`src/rtl/lsc_cfg.svh`:
```
/*
  Offsets, field positions, reset values and decode codes of the lane-1
  signal conditioning register bank.
  Assumes inclusion by bare name from the package and the design modules.
*/
`ifndef LSC_CFG_SVH
`define LSC_CFG_SVH

// register offsets on the management bus
`define LSC_OFS_IN_A_EQ        8'h1D
`define LSC_OFS_IN_A_IDLE_THR  8'h20
`define LSC_OFS_OUT_IDLE_SEL   8'h23
`define LSC_OFS_IN_B_EQ        8'h24
`define LSC_OFS_OUT_SWING_1    8'h25
`define LSC_OFS_OUT_SWING_2    8'h26
`define LSC_OFS_IN_B_IDLE_THR  8'h27

// reset values
`define LSC_RST_EQ             8'h20
`define LSC_RST_IDLE_THR       8'h00
`define LSC_RST_IDLE_SEL       8'h00
`define LSC_RST_SWING_1        8'h03
`define LSC_RST_SWING_2        8'h03
`define LSC_RST_UNMAPPED       8'h00

// equalizer field layout
`define LSC_EQ_EN_BIT          5
`define LSC_EQ_GAIN_HI         4
`define LSC_EQ_GAIN_LO         3
`define LSC_EQ_BOOST_HI        2
`define LSC_EQ_BOOST_LO        0
`define LSC_EQ_BYPASS_CODE     6'h20
`define LSC_EQ_GAIN_STAGES     2'h3
`define LSC_EQ_BOOST_STEPS     5'h08
`define LSC_EQ_LEVEL_MAX       5'h17

// idle threshold layout
`define LSC_THR_DEASSERT_HI    3
`define LSC_THR_DEASSERT_LO    2
`define LSC_THR_ASSERT_HI      1
`define LSC_THR_ASSERT_LO      0

// output idle select layout
`define LSC_IDLE_AUTO_BIT      5
`define LSC_IDLE_SEL_BIT       4

// output swing layout and codes
`define LSC_SWING_1_HI         6
`define LSC_SWING_1_HIGH_CODE  7'h07

`endif

```
`src/rtl/lsc_pkg.sv`:
```
/*
  Types shared by the lane-1 signal conditioning register bank.
  Assumes lsc_cfg.svh for the numeric constants.
*/
`include "lsc_cfg.svh"

package lsc_pkg;

  typedef logic [7:0] lsc_byte_t;
  typedef logic [5:0] lsc_eq_field_t;

  // where the output idle state comes from
  typedef enum logic [0:0]
  {
    LSC_IDLE_MANUAL = 1'b0,
    LSC_IDLE_AUTO = 1'b1
  } lsc_idle_src_e;

endpackage

```
`src/rtl/lsc_regs.sv`:
```
/*
  Lane-1 signal conditioning register bank: equalizer and idle threshold
  settings of input paths A and B, output idle control and output swing.
  Assumes a management-bus engine that presents byte writes and reads
  synchronous to REF_CLK, and an analog idle detector flag on the same clock.
*/
`include "lsc_cfg.svh"

// Notes on behaviour
// - equalizer field: bit 5 enable, bits 4:3 gain, bits 2:0 boost.
// - equalizer fields reset to 20 hex, which is bypass.
// - three gain stages times eight boost steps give 24 levels.
// - idle threshold bits 3:2 de-assert, bits 1:0 assert.
// - idle thresholds reset to 00, higher codes raise both levels.
// - output bit 5 set means automatic idle, clear means manual.
// - manual control with bit 4 set mutes the output.
// - manual control with bit 4 clear drives, signal detect off.
// - first swing code is 7 bits, resets to 03, 07 is high.
// - second swing register is 8 bits and resets to 03 hex.
// - paths A and B have separate equalizer and threshold registers.
module lsc_regs
  import lsc_pkg::*;
(
  // clock and reset
  input wire logic REF_CLK,
  input wire logic RST_N,
  // register access from the bus engine
  input wire logic [7:0] REG_ADDR,
  input wire logic REG_WR_EN,
  input wire lsc_byte_t REG_WR_DATA,
  input wire logic REG_RD_EN,
  output lsc_byte_t REG_RD_DATA,
  output logic REG_RD_VALID,
  // idle detector of the selected lane-1 input
  input wire logic INPUT_IDLE_DETECTED,
  // input path A equalizer and idle detector
  output logic INPUT_A_LANE1_EQ_ENABLE,
  output logic [1:0] INPUT_A_LANE1_GAIN_STAGE_CODE,
  output logic [2:0] INPUT_A_LANE1_BOOST_LEVEL_CODE,
  output logic [4:0] INPUT_A_LANE1_EQ_LEVEL,
  output logic INPUT_A_LANE1_EQ_LEVEL_VALID,
  output logic INPUT_A_LANE1_EQ_BYPASS,
  output logic [1:0] INPUT_A_LANE1_DEASSERT_THR,
  output logic [1:0] INPUT_A_LANE1_ASSERT_THR,
  // input path B equalizer and idle detector
  output logic INPUT_B_LANE1_EQ_ENABLE,
  output logic [1:0] INPUT_B_LANE1_GAIN_STAGE_CODE,
  output logic [2:0] INPUT_B_LANE1_BOOST_LEVEL_CODE,
  output logic [4:0] INPUT_B_LANE1_EQ_LEVEL,
  output logic INPUT_B_LANE1_EQ_LEVEL_VALID,
  output logic INPUT_B_LANE1_EQ_BYPASS,
  output logic [1:0] INPUT_B_LANE1_DEASSERT_THR,
  output logic [1:0] INPUT_B_LANE1_ASSERT_THR,
  // output driver
  output logic OUTPUT_LANE1_MUTE,
  output logic OUTPUT_LANE1_SIGNAL_DETECT_EN,
  output logic [6:0] OUTPUT_LANE1_SWING_FIRST,
  output logic OUTPUT_LANE1_SWING_HIGH,
  output lsc_byte_t OUTPUT_LANE1_SWING_SECOND
);

  lsc_byte_t input_a_lane1_equalizer;
  lsc_byte_t input_a_lane1_idle_threshold;
  lsc_byte_t output_lane1_idle_select;
  lsc_byte_t input_b_lane1_equalizer;
  lsc_byte_t output_lane1_swing_first;
  lsc_byte_t output_lane1_swing_second;
  lsc_byte_t input_b_lane1_idle_threshold;
  lsc_byte_t next_rd_data;
  lsc_idle_src_e idle_src;

  function automatic logic hit(input logic [7:0] ofs);
    hit = REG_WR_EN && (REG_ADDR == ofs);
  endfunction

  always_ff @(posedge REF_CLK or negedge RST_N)
  begin
    if (!RST_N)
      input_a_lane1_equalizer <= `LSC_RST_EQ;
    else if (hit(`LSC_OFS_IN_A_EQ))
      input_a_lane1_equalizer <= REG_WR_DATA;
  end

  always_ff @(posedge REF_CLK or negedge RST_N)
  begin
    if (!RST_N)
      input_b_lane1_equalizer <= `LSC_RST_EQ;
    else if (hit(`LSC_OFS_IN_B_EQ))
      input_b_lane1_equalizer <= REG_WR_DATA;
  end

  always_ff @(posedge REF_CLK or negedge RST_N)
  begin
    if (!RST_N)
    begin
      input_a_lane1_idle_threshold <= `LSC_RST_IDLE_THR;
      input_b_lane1_idle_threshold <= `LSC_RST_IDLE_THR;
    end
    else
    begin
      if (hit(`LSC_OFS_IN_A_IDLE_THR))
        input_a_lane1_idle_threshold <= REG_WR_DATA;
      if (hit(`LSC_OFS_IN_B_IDLE_THR))
        input_b_lane1_idle_threshold <= REG_WR_DATA;
    end
  end

  always_ff @(posedge REF_CLK or negedge RST_N)
  begin
    if (!RST_N)
      output_lane1_idle_select <= `LSC_RST_IDLE_SEL;
    else if (hit(`LSC_OFS_OUT_IDLE_SEL))
      output_lane1_idle_select <= REG_WR_DATA;
  end

  always_ff @(posedge REF_CLK or negedge RST_N)
  begin
    if (!RST_N)
    begin
      output_lane1_swing_first <= `LSC_RST_SWING_1;
      output_lane1_swing_second <= `LSC_RST_SWING_2;
    end
    else
    begin
      if (hit(`LSC_OFS_OUT_SWING_1))
        output_lane1_swing_first <= REG_WR_DATA;
      if (hit(`LSC_OFS_OUT_SWING_2))
        output_lane1_swing_second <= REG_WR_DATA;
    end
  end

  // read mux; a read in the cycle of a write returns the old value
  always_comb
  begin
    next_rd_data = `LSC_RST_UNMAPPED;
    case (REG_ADDR)
      `LSC_OFS_IN_A_EQ: next_rd_data = input_a_lane1_equalizer;
      `LSC_OFS_IN_A_IDLE_THR: next_rd_data = input_a_lane1_idle_threshold;
      `LSC_OFS_OUT_IDLE_SEL: next_rd_data = output_lane1_idle_select;
      `LSC_OFS_IN_B_EQ: next_rd_data = input_b_lane1_equalizer;
      `LSC_OFS_OUT_SWING_1: next_rd_data = output_lane1_swing_first;
      `LSC_OFS_OUT_SWING_2: next_rd_data = output_lane1_swing_second;
      `LSC_OFS_IN_B_IDLE_THR: next_rd_data = input_b_lane1_idle_threshold;
      default: next_rd_data = `LSC_RST_UNMAPPED;
    endcase
  end

  // read data holds until the next read
  always_ff @(posedge REF_CLK or negedge RST_N)
  begin
    if (!RST_N)
    begin
      REG_RD_DATA <= `LSC_RST_UNMAPPED;
      REG_RD_VALID <= 1'b0;
    end
    else
    begin
      REG_RD_VALID <= REG_RD_EN;
      if (REG_RD_EN)
        REG_RD_DATA <= next_rd_data;
    end
  end

  lsc_eq_decode u_eq_a
  (
    .clk(REF_CLK),
    .rst_n(RST_N),
    .eq_field(input_a_lane1_equalizer[5:0]),
    .eq_enable(INPUT_A_LANE1_EQ_ENABLE),
    .gain_stage_code(INPUT_A_LANE1_GAIN_STAGE_CODE),
    .boost_level_code(INPUT_A_LANE1_BOOST_LEVEL_CODE),
    .eq_level(INPUT_A_LANE1_EQ_LEVEL),
    .eq_level_valid(INPUT_A_LANE1_EQ_LEVEL_VALID),
    .eq_bypass(INPUT_A_LANE1_EQ_BYPASS)
  );

  lsc_eq_decode u_eq_b
  (
    .clk(REF_CLK),
    .rst_n(RST_N),
    .eq_field(input_b_lane1_equalizer[5:0]),
    .eq_enable(INPUT_B_LANE1_EQ_ENABLE),
    .gain_stage_code(INPUT_B_LANE1_GAIN_STAGE_CODE),
    .boost_level_code(INPUT_B_LANE1_BOOST_LEVEL_CODE),
    .eq_level(INPUT_B_LANE1_EQ_LEVEL),
    .eq_level_valid(INPUT_B_LANE1_EQ_LEVEL_VALID),
    .eq_bypass(INPUT_B_LANE1_EQ_BYPASS)
  );

  always_ff @(posedge REF_CLK or negedge RST_N)
  begin
    if (!RST_N)
    begin
      INPUT_A_LANE1_DEASSERT_THR <= 2'h0;
      INPUT_A_LANE1_ASSERT_THR <= 2'h0;
      INPUT_B_LANE1_DEASSERT_THR <= 2'h0;
      INPUT_B_LANE1_ASSERT_THR <= 2'h0;
    end
    else
    begin
      INPUT_A_LANE1_DEASSERT_THR <= input_a_lane1_idle_threshold
        [`LSC_THR_DEASSERT_HI:`LSC_THR_DEASSERT_LO];
      INPUT_A_LANE1_ASSERT_THR <= input_a_lane1_idle_threshold
        [`LSC_THR_ASSERT_HI:`LSC_THR_ASSERT_LO];
      INPUT_B_LANE1_DEASSERT_THR <= input_b_lane1_idle_threshold
        [`LSC_THR_DEASSERT_HI:`LSC_THR_DEASSERT_LO];
      INPUT_B_LANE1_ASSERT_THR <= input_b_lane1_idle_threshold
        [`LSC_THR_ASSERT_HI:`LSC_THR_ASSERT_LO];
    end
  end

  assign idle_src = lsc_idle_src_e'(
    output_lane1_idle_select[`LSC_IDLE_AUTO_BIT]);

  always_ff @(posedge REF_CLK or negedge RST_N)
  begin
    if (!RST_N)
    begin
      OUTPUT_LANE1_MUTE <= 1'b0;
      OUTPUT_LANE1_SIGNAL_DETECT_EN <= 1'b0;
    end
    else if (idle_src == LSC_IDLE_AUTO)
    begin
      OUTPUT_LANE1_MUTE <= INPUT_IDLE_DETECTED;
      OUTPUT_LANE1_SIGNAL_DETECT_EN <= 1'b1;
    end
    else
    begin
      OUTPUT_LANE1_MUTE <= output_lane1_idle_select[`LSC_IDLE_SEL_BIT];
      OUTPUT_LANE1_SIGNAL_DETECT_EN <= 1'b0;
    end
  end

  always_ff @(posedge REF_CLK or negedge RST_N)
  begin
    if (!RST_N)
    begin
      OUTPUT_LANE1_SWING_FIRST <= 7'(`LSC_RST_SWING_1);
      OUTPUT_LANE1_SWING_HIGH <= 1'b0;
      OUTPUT_LANE1_SWING_SECOND <= `LSC_RST_SWING_2;
    end
    else
    begin
      OUTPUT_LANE1_SWING_FIRST <=
        output_lane1_swing_first[`LSC_SWING_1_HI:0];
      OUTPUT_LANE1_SWING_HIGH <= (output_lane1_swing_first
        [`LSC_SWING_1_HI:0] == `LSC_SWING_1_HIGH_CODE);
      OUTPUT_LANE1_SWING_SECOND <= output_lane1_swing_second;
    end
  end

  // first edge after release sees the reset state
  property p_reset_defaults;
    @(posedge REF_CLK) disable iff (!RST_N)
    $rose(RST_N) |-> input_a_lane1_equalizer == 8'h20
      && input_b_lane1_equalizer == 8'h20 && INPUT_A_LANE1_EQ_BYPASS
      && input_a_lane1_idle_threshold == 8'h00
      && input_b_lane1_idle_threshold == 8'h00;
  endproperty
  a_reset_defaults: assert property (p_reset_defaults)
    else $error("equalizer or threshold reset value wrong");
  property p_swing_reset;
    @(posedge REF_CLK) disable iff (!RST_N)
    $rose(RST_N) |-> OUTPUT_LANE1_SWING_FIRST == 7'h03
      && OUTPUT_LANE1_SWING_SECOND == 8'h03 && !OUTPUT_LANE1_SWING_HIGH;
  endproperty
  a_swing_reset: assert property (p_swing_reset)
    else $error("swing reset value wrong");
  property p_eq_split;
    @(posedge REF_CLK) disable iff (!RST_N)
    REG_WR_EN && REG_ADDR == 8'h1D |=> ##1
      INPUT_A_LANE1_GAIN_STAGE_CODE == $past(REG_WR_DATA[4:3], 2)
      && INPUT_A_LANE1_BOOST_LEVEL_CODE == $past(REG_WR_DATA[2:0], 2)
      && INPUT_A_LANE1_EQ_ENABLE == $past(REG_WR_DATA[5], 2);
  endproperty
  a_eq_split: assert property (p_eq_split)
    else $error("equalizer field split wrong");
  property p_path_isolation;
    @(posedge REF_CLK) disable iff (!RST_N)
    REG_WR_EN && REG_ADDR == 8'h1D |=>
      $stable(input_b_lane1_equalizer)
      && input_a_lane1_equalizer == $past(REG_WR_DATA);
  endproperty
  a_path_isolation: assert property (p_path_isolation)
    else $error("path A write disturbed path B");
  property p_thr_split;
    @(posedge REF_CLK) disable iff (!RST_N)
    REG_WR_EN && REG_ADDR == 8'h27 |=> ##1
      INPUT_B_LANE1_DEASSERT_THR == $past(REG_WR_DATA[3:2], 2)
      && INPUT_B_LANE1_ASSERT_THR == $past(REG_WR_DATA[1:0], 2);
  endproperty
  a_thr_split: assert property (p_thr_split)
    else $error("idle threshold split wrong");
  property p_auto_idle;
    @(posedge REF_CLK) disable iff (!RST_N)
    output_lane1_idle_select[5] |=>
      OUTPUT_LANE1_SIGNAL_DETECT_EN
      && OUTPUT_LANE1_MUTE == $past(INPUT_IDLE_DETECTED);
  endproperty
  a_auto_idle: assert property (p_auto_idle)
    else $error("automatic idle not followed");
  property p_manual_mute;
    @(posedge REF_CLK) disable iff (!RST_N)
    output_lane1_idle_select[5:4] == 2'h1 |=> OUTPUT_LANE1_MUTE;
  endproperty
  a_manual_mute: assert property (p_manual_mute)
    else $error("manual idle did not mute");
  property p_manual_drive;
    @(posedge REF_CLK) disable iff (!RST_N)
    output_lane1_idle_select[5:4] == 2'h0 |=>
      !OUTPUT_LANE1_MUTE && !OUTPUT_LANE1_SIGNAL_DETECT_EN;
  endproperty
  a_manual_drive: assert property (p_manual_drive)
    else $error("manual drive state wrong");
  property p_swing_high;
    @(posedge REF_CLK) disable iff (!RST_N)
    REG_WR_EN && REG_ADDR == 8'h25 |=> ##1
      OUTPUT_LANE1_SWING_HIGH == ($past(REG_WR_DATA[6:0], 2) == 7'h07);
  endproperty
  a_swing_high: assert property (p_swing_high)
    else $error("swing level decode wrong");
  property p_read_unmapped;
    @(posedge REF_CLK) disable iff (!RST_N)
    REG_RD_EN && REG_ADDR == 8'h21 |=> REG_RD_VALID && REG_RD_DATA == 8'h00;
  endproperty
  a_read_unmapped: assert property (p_read_unmapped)
    else $error("unmapped read not zero");

endmodule

```
`src/rtl/lsc_eq_decode.sv`:
```
/*
  Splits one input equalizer field into enable, gain stage and boost level,
  and forms the flat level index for the analog equalizer.
  Assumes a field that is steady on each clock; all outputs are registered.
*/
`include "lsc_cfg.svh"

module lsc_eq_decode
  import lsc_pkg::*;
(
  // clock and reset
  input wire logic clk,
  input wire logic rst_n,
  // field from the register bank
  input wire lsc_eq_field_t eq_field,
  // decoded settings
  output logic eq_enable,
  output logic [1:0] gain_stage_code,
  output logic [2:0] boost_level_code,
  output logic [4:0] eq_level,
  output logic eq_level_valid,
  output logic eq_bypass
);

  logic [1:0] field_gain;
  logic [2:0] field_boost;
  logic [4:0] next_level;

  assign field_gain = eq_field[`LSC_EQ_GAIN_HI:`LSC_EQ_GAIN_LO];
  assign field_boost = eq_field[`LSC_EQ_BOOST_HI:`LSC_EQ_BOOST_LO];
  assign next_level = {field_gain, field_boost};

  always_ff @(posedge clk or negedge rst_n)
  begin
    if (!rst_n)
    begin
      eq_enable <= 1'b1;
      gain_stage_code <= 2'h0;
      boost_level_code <= 3'h0;
    end
    else
    begin
      eq_enable <= eq_field[`LSC_EQ_EN_BIT];
      gain_stage_code <= field_gain;
      boost_level_code <= field_boost;
    end
  end

  always_ff @(posedge clk or negedge rst_n)
  begin
    if (!rst_n)
    begin
      eq_level <= 5'h00;
      eq_level_valid <= 1'b1;
    end
    else if (field_gain == `LSC_EQ_GAIN_STAGES)
    begin
      // fourth gain code does not exist, clamp to top level
      eq_level <= `LSC_EQ_LEVEL_MAX;
      eq_level_valid <= 1'b0;
    end
    else
    begin
      eq_level <= next_level;
      eq_level_valid <= 1'b1;
    end
  end

  always_ff @(posedge clk or negedge rst_n)
  begin
    if (!rst_n)
      eq_bypass <= 1'b1;
    else
      eq_bypass <= (eq_field == `LSC_EQ_BYPASS_CODE);
  end

  property p_level_index;
    @(posedge clk) disable iff (!rst_n)
    (field_gain != `LSC_EQ_GAIN_STAGES) |=>
      (eq_level == ({3'h0, $past(field_gain)} * `LSC_EQ_BOOST_STEPS
        + {2'h0, $past(field_boost)})) && eq_level_valid;
  endproperty
  a_level_index: assert property (p_level_index)
    else $error("equalizer level index wrong");

endmodule

```
`config.mk`:
```
export PLATFORM = sky130hd
export DESIGN_NAME = lsc_regs
export DESIGN_NICKNAME = d
export VERILOG_FILES = /design/src/rtl/lsc_pkg.sv /design/src/rtl/lsc_regs.sv /design/src/rtl/lsc_eq_decode.sv
export VERILOG_INCLUDE_DIRS = /design/src /design/src/rtl
export SDC_FILE = /design/constraint.sdc
export NUM_CORES = 1
export LEC_CHECK = 0
export BUFFER_PORTS_ARGS = -buffer_cell sky130_fd_sc_hd__buf_4
export CAP_MARGIN = 0
export CORE_MARGIN = 5
export CORE_UTILIZATION = 35
export DETAILED_ROUTE_END_ITERATION = 10
export SLEW_MARGIN = 15
export SYNTH_ARGS = -nofsm -noshare
export SYNTH_HDL_FRONTEND = slang
export SYNTH_SLANG_ARGS = --single-unit
export TNS_END_PERCENT = 50
```
`constraint.sdc`:
```
create_clock -name REF_CLK -period 3.7 [get_ports REF_CLK]
set_input_delay 1.11 -clock REF_CLK [delete_from_list [all_inputs] [get_ports REF_CLK]]
set_output_delay 1.11 -clock REF_CLK [all_outputs]
set_load 0.01 [all_outputs]
```
### After elaboration in Yosys (flattened, before gate mapping)

Index checks and enable logic that the tools add are counted.

* equality and inequality tests: 12
* muxes and demuxes: 7
* reductions and logical operators: 7

Operators with widths (number)
* case mux 8 bit (7 select lines): 1
* == test 8 x 6 -> 1 bit (second input constant): 6
* == test 6 bit (second input constant): 2
* 2-to-1 mux 5 bit: 2
* == test 8 x 5 -> 1 bit (second input constant): 1
* == test 7 x 3 -> 1 bit (second input constant): 1
* logical AND 1 bit: 7
* == test 2 bit (second input constant): 2
* 2-to-1 mux 1 bit: 4

* register bits: 117
* bits of input ports: 21
* output and inout bits: 61
* logic and storage cells: 56

### Depth between registers and ports, before layout

* depth in word-level cells: 2
* depth in mapped cells: 7

### Hierarchy

From an unflattened synthesis, not the netlist that was laid out.

* cells, all modules: 264
* area total of the unflattened synthesis: 4332.9 µm²

By module, submodules not included
* lsc_regs: times used 1, cells an instance 222, area each 3569.7 µm², seq. area each 2289.7 µm²
* lsc_eq_decode: times used 2, cells an instance 21, area each 381.6 µm², seq. area each 329.1 µm²

### Worst setup path after synthesis

Ideal clock, no wire load.

* path kind: input-to-reg
* start point: input REG_ADDR[3]
* end point: register output_lane1_swing_second[2]
* library setup time: 0.125 ns
* arrival time: 2.722 ns
* data required time: 3.575 ns
* path slack: 0.853 ns
* cell stages on the path: 6
* buffers on the path: 1
* cell sequence: or3b_1 -> buf_2 -> nor3_4 -> nand3_2 -> nor3b_4 -> mux2_2

* word-level cells in the longest chain between the ends: 2

Ends and longest elaborated chain
* start, declared: RTL line lsc_regs.sv:28 `input wire logic [7:0] REG_ADDR,`
* == test 8 x 6 -> 1 bit: RTL line lsc_regs.sv:73 `hit = REG_WR_EN && (REG_ADDR == ofs);`
* logical AND 1 bit: RTL line lsc_regs.sv:73
* end signal, assigned: RTL line lsc_regs.sv:121 `` output_lane1_swing_second <= `LSC_RST_SWING_2; ``
* end, declared: RTL line lsc_regs.sv:67 `lsc_byte_t output_lane1_swing_second;`

Every way passes these cells.
A chain may end at the register's enable or synchronous reset.

### Worst setup path in the final report

Same ends and word-level chain as after synthesis.

==> out/qor.yml <==
outcome:
  status: "completed"
floorplanning:
  dieArea_um2: 15200
  start_util_pct: 35.7
  fp.dieH_um: 123
  core_um2: 12600
  die_width_um: 123
  io_pins: 82
  rows: 41
clock_tree:
  cts.sinks: 117
  cts_tree: "built"
  ctsHtreeMaxLevel: 4
  cts_root_buffer: "clkbuf_16"
  numCtsBuffers: 17
  ctsHoldBuffers: 0
  path_clk_slew_ns: 0.05
  ctsResizeCount: 0
  cts_max_path_buffers: 2
  clk_latency_ns: 0.41
  postCtsSetupRepairBufs: 0
drt:
  drtIter0Drc: 226
  routed_wl_um: 10400
  viasPerCell: 4.81
  drtAntennaViolNets: 0
  post-route-drc-count: 0
  dr.pass1.iters: 4
  wire_per_inst_um: 18.1
  vias: 2767
logic_synthesis:
  synth-main-ff-cell: "dfrtp_1"
  yosysMostFrequentCell: "dfrtp_1"
  synth_edf_count: 0
  yosys_warnings: 0
  async_flop_share_pct: 100
  ys_seq_elements: 117
  yosysTopAreaCellShare_pct: 56.4
  synth.avg_cell_area_um2: 14.8
  synth_compound_area_share_pct: 5.16
  syn_nets: 323
  synth_xor_area_share_pct: 0.195
  synthAdderAreaFrac_pct: 0
  synth.area.mux_share_pct: 17.8
  syn_inst: 302
  synth_simple_gate_area_share_pct: 9.55
  synth_top_area_cell: "dfrtp_1"
  netlist_top_cells_count: "dfrtp_1 (101), mux2_2 (63), dfstp_2 (16)"
  synth.area.top_cells: "dfrtp_1 (56%), mux2_2 (16%), dfstp_2 (9.4%)"
  synth_top_family_by_area: "multiplexers"
  synth.distinct_cells: 43
  synth-seq-area-share_pct: 65.8
  syn_area_um2: 4480
sta:
  slew_headroom_pct: 54.3
  setup_tns_ns: 0
  rsz0062_at_grt: "no"
  min_period_ns: 2.77
  fin_worst_skew_ns: 0.00507
  hold_viol: 0
  fin_crit_sh_pct: 74.9
  clock.fmax_mhz: 361
  slew_viol_final: 0
  worstMarginPinSlew_ns: 0.676
  final-setup-viol-count: 0
grt:
  grt_max_degree: 67
  track_usage_pct: 15.0
  grt_first_pass_wirelength_um: 16700
  antenna_found_initial: 0
  grt-ovfl-total: 0
  grt_pass1_vias: 3037
setup_path:
  max_stage_delay_ns: 0.51
  worstSetupPathType: "input port to flip-flop"
  reg2reg_slack_ns: 2.23
  cp_data_arrival_time_ns: 3.05
  critPathMaxFanout: 8
  critPathRequiredTime_ns: 3.98
  startpoint_type: "input port"
  end_kind: "flip-flop"
  cp_slowest_cell: "or3b_1"
  crit_chain: "buf_4, or3b_1, nor3_4, nand3_2, nor3b_4, mux2_2"
placement:
  placed_cell_area_um2: 5270
  dpl.hpwl_um: 7180
  port_buffers: 81
  globalplace.congestion: 0.798
final_layout:
  final_nets: 411
  seq_area_um2: 2950
  antenna_cells: 0
  final_core_util_pct: 46.4
  layout-drive-gt1-share_pct: 49.9
  stdcell_area_um2: 5830
  multi_input_area_um2: 1470
  fill_cells: 1144
  syn2layout_area_growth_pct: 30.0
pwr:
  p_leak_uw: 0.00287
  ir_worst_vdd_mv: 0.273
  powerDensity_nw_per_um2: 525
flow_run:
  max_cap_viol_count: 0
worst_hold_path:
  hold_class: "flip-flop to flip-flop"
logic make-up after synthesis:
family | count (synthesis)
muxes | 72
xor gates and xnor gates | 1
and+or+nand+nor | 64
buffers and inverters | 17
DFF | 117
AOI/OAI and AO/OA | 31
state kept, by name, summed over array words and instances (netlist names), 3 cells and up:
name and flops:
OUTPUT_LANE1_SWING_SECOND 8, REG_RD_DATA 8, input_a_lane1_equalizer 8, input_a_lane1_idle_threshold 8
input_b_lane1_equalizer 8, input_b_lane1_idle_threshold 8, output_lane1_idle_select 8, output_lane1_swing_first 8
output_lane1_swing_second 8, OUTPUT_LANE1_SWING_FIRST 7, u_eq_a.eq_level 5, u_eq_b.eq_level 5
u_eq_a.boost_level_code 3, u_eq_b.boost_level_code 3
cell type report:
| type | instances | area share, % |
|---|---|---|
| Sequential cell | 117 | 50.6 |
| Clock inverter | 10 | 1.37 |
| Tap cell | 172 | 3.69 |
| Multi-Input combinational cell | 168 | 25.2 |
| Timing Repair Buffer | 82 | 10.8 |
| Inverter | 4 | 0.258 |
| Clock buffer | 22 | 8.14 |
worst max-delay path, delay by kind of cell:
kind	cells	cell delay [ns]
AND/OR/NAND/NOR	4	1.43
multiplexers	1	0.39
buffers and inverters	1	0.12
per-stage QoR:
stage | instances | power, µW | setup slack (ns) | hold WS, ns
final | 575 | 3060 | 0.931 | 0.384
after CTS | 575 | 3100 | 0.947 | 0.383
after detailed placement | 543 | 1590 | 0.527 | 0.377
after floorplan | 302 | 1470 | 0.853 | 0.358
after global routing | 575 | 3190 | 0.851 | 0.384
after global placement | 543 | 1590 | 0.578 | 0.377
path summary, 6_finish.rpt:
check | start | endpoint | depth (start not counted)
max | REG_ADDR[3] | output_lane1_swing_second[2] | 6
min | output_lane1_swing_second[0] | OUTPUT_LANE1_SWING_SECOND[0] | 0
max reg2reg | input_b_lane1_equalizer[4] | REG_RD_DATA[4] | 5
min reg2reg | output_lane1_swing_second[0] | OUTPUT_LANE1_SWING_SECOND[0] | 0
max in group asynchronous | RST_N | input_a_lane1_equalizer[5] | 2
min in group asynchronous | RST_N | OUTPUT_LANE1_SWING_SECOND[4] | 1
where the power goes:
part           leakage [µW]  switching (µW)  total (µW)  internal (µW)
Sequential          0.00156            35.3        1380           1340
Clock              0.000275             530        1490            965
Combinational       0.00104             102         189           87.7
Total               0.00287             667        3060           2400
cell usage in the layout, fill, tap and decap left out, drive strengths merged, types with 2 or more instances in the layout:
master,n
o22ai,4
nor2b,9
dfrtp,101
buf,82
and2,2
nand2,8
clkinv,7
o211ai,3
dfstp,16
a221o,5
a21oi,4
a31oi,2
clkinvlp,2
nor4b,2
nand3,13
nor3b,2
or4b,2
nor3,3
inv,4
clkbuf,22
mux2,63
mux2i,9
nand4b,3
a22oi,6
nand2b,6
a22o,2
nor2,9
metal layers:
layer  track usage (%)  wire, µm  up-vias
li1                  -         -     1280
met4              5.33       131        0
met3              6.45       758       11
met1              19.8      4600     1394
met2              22.1      4900       82
met5                 0         0        -
Power figures use the tool's default switching activity.
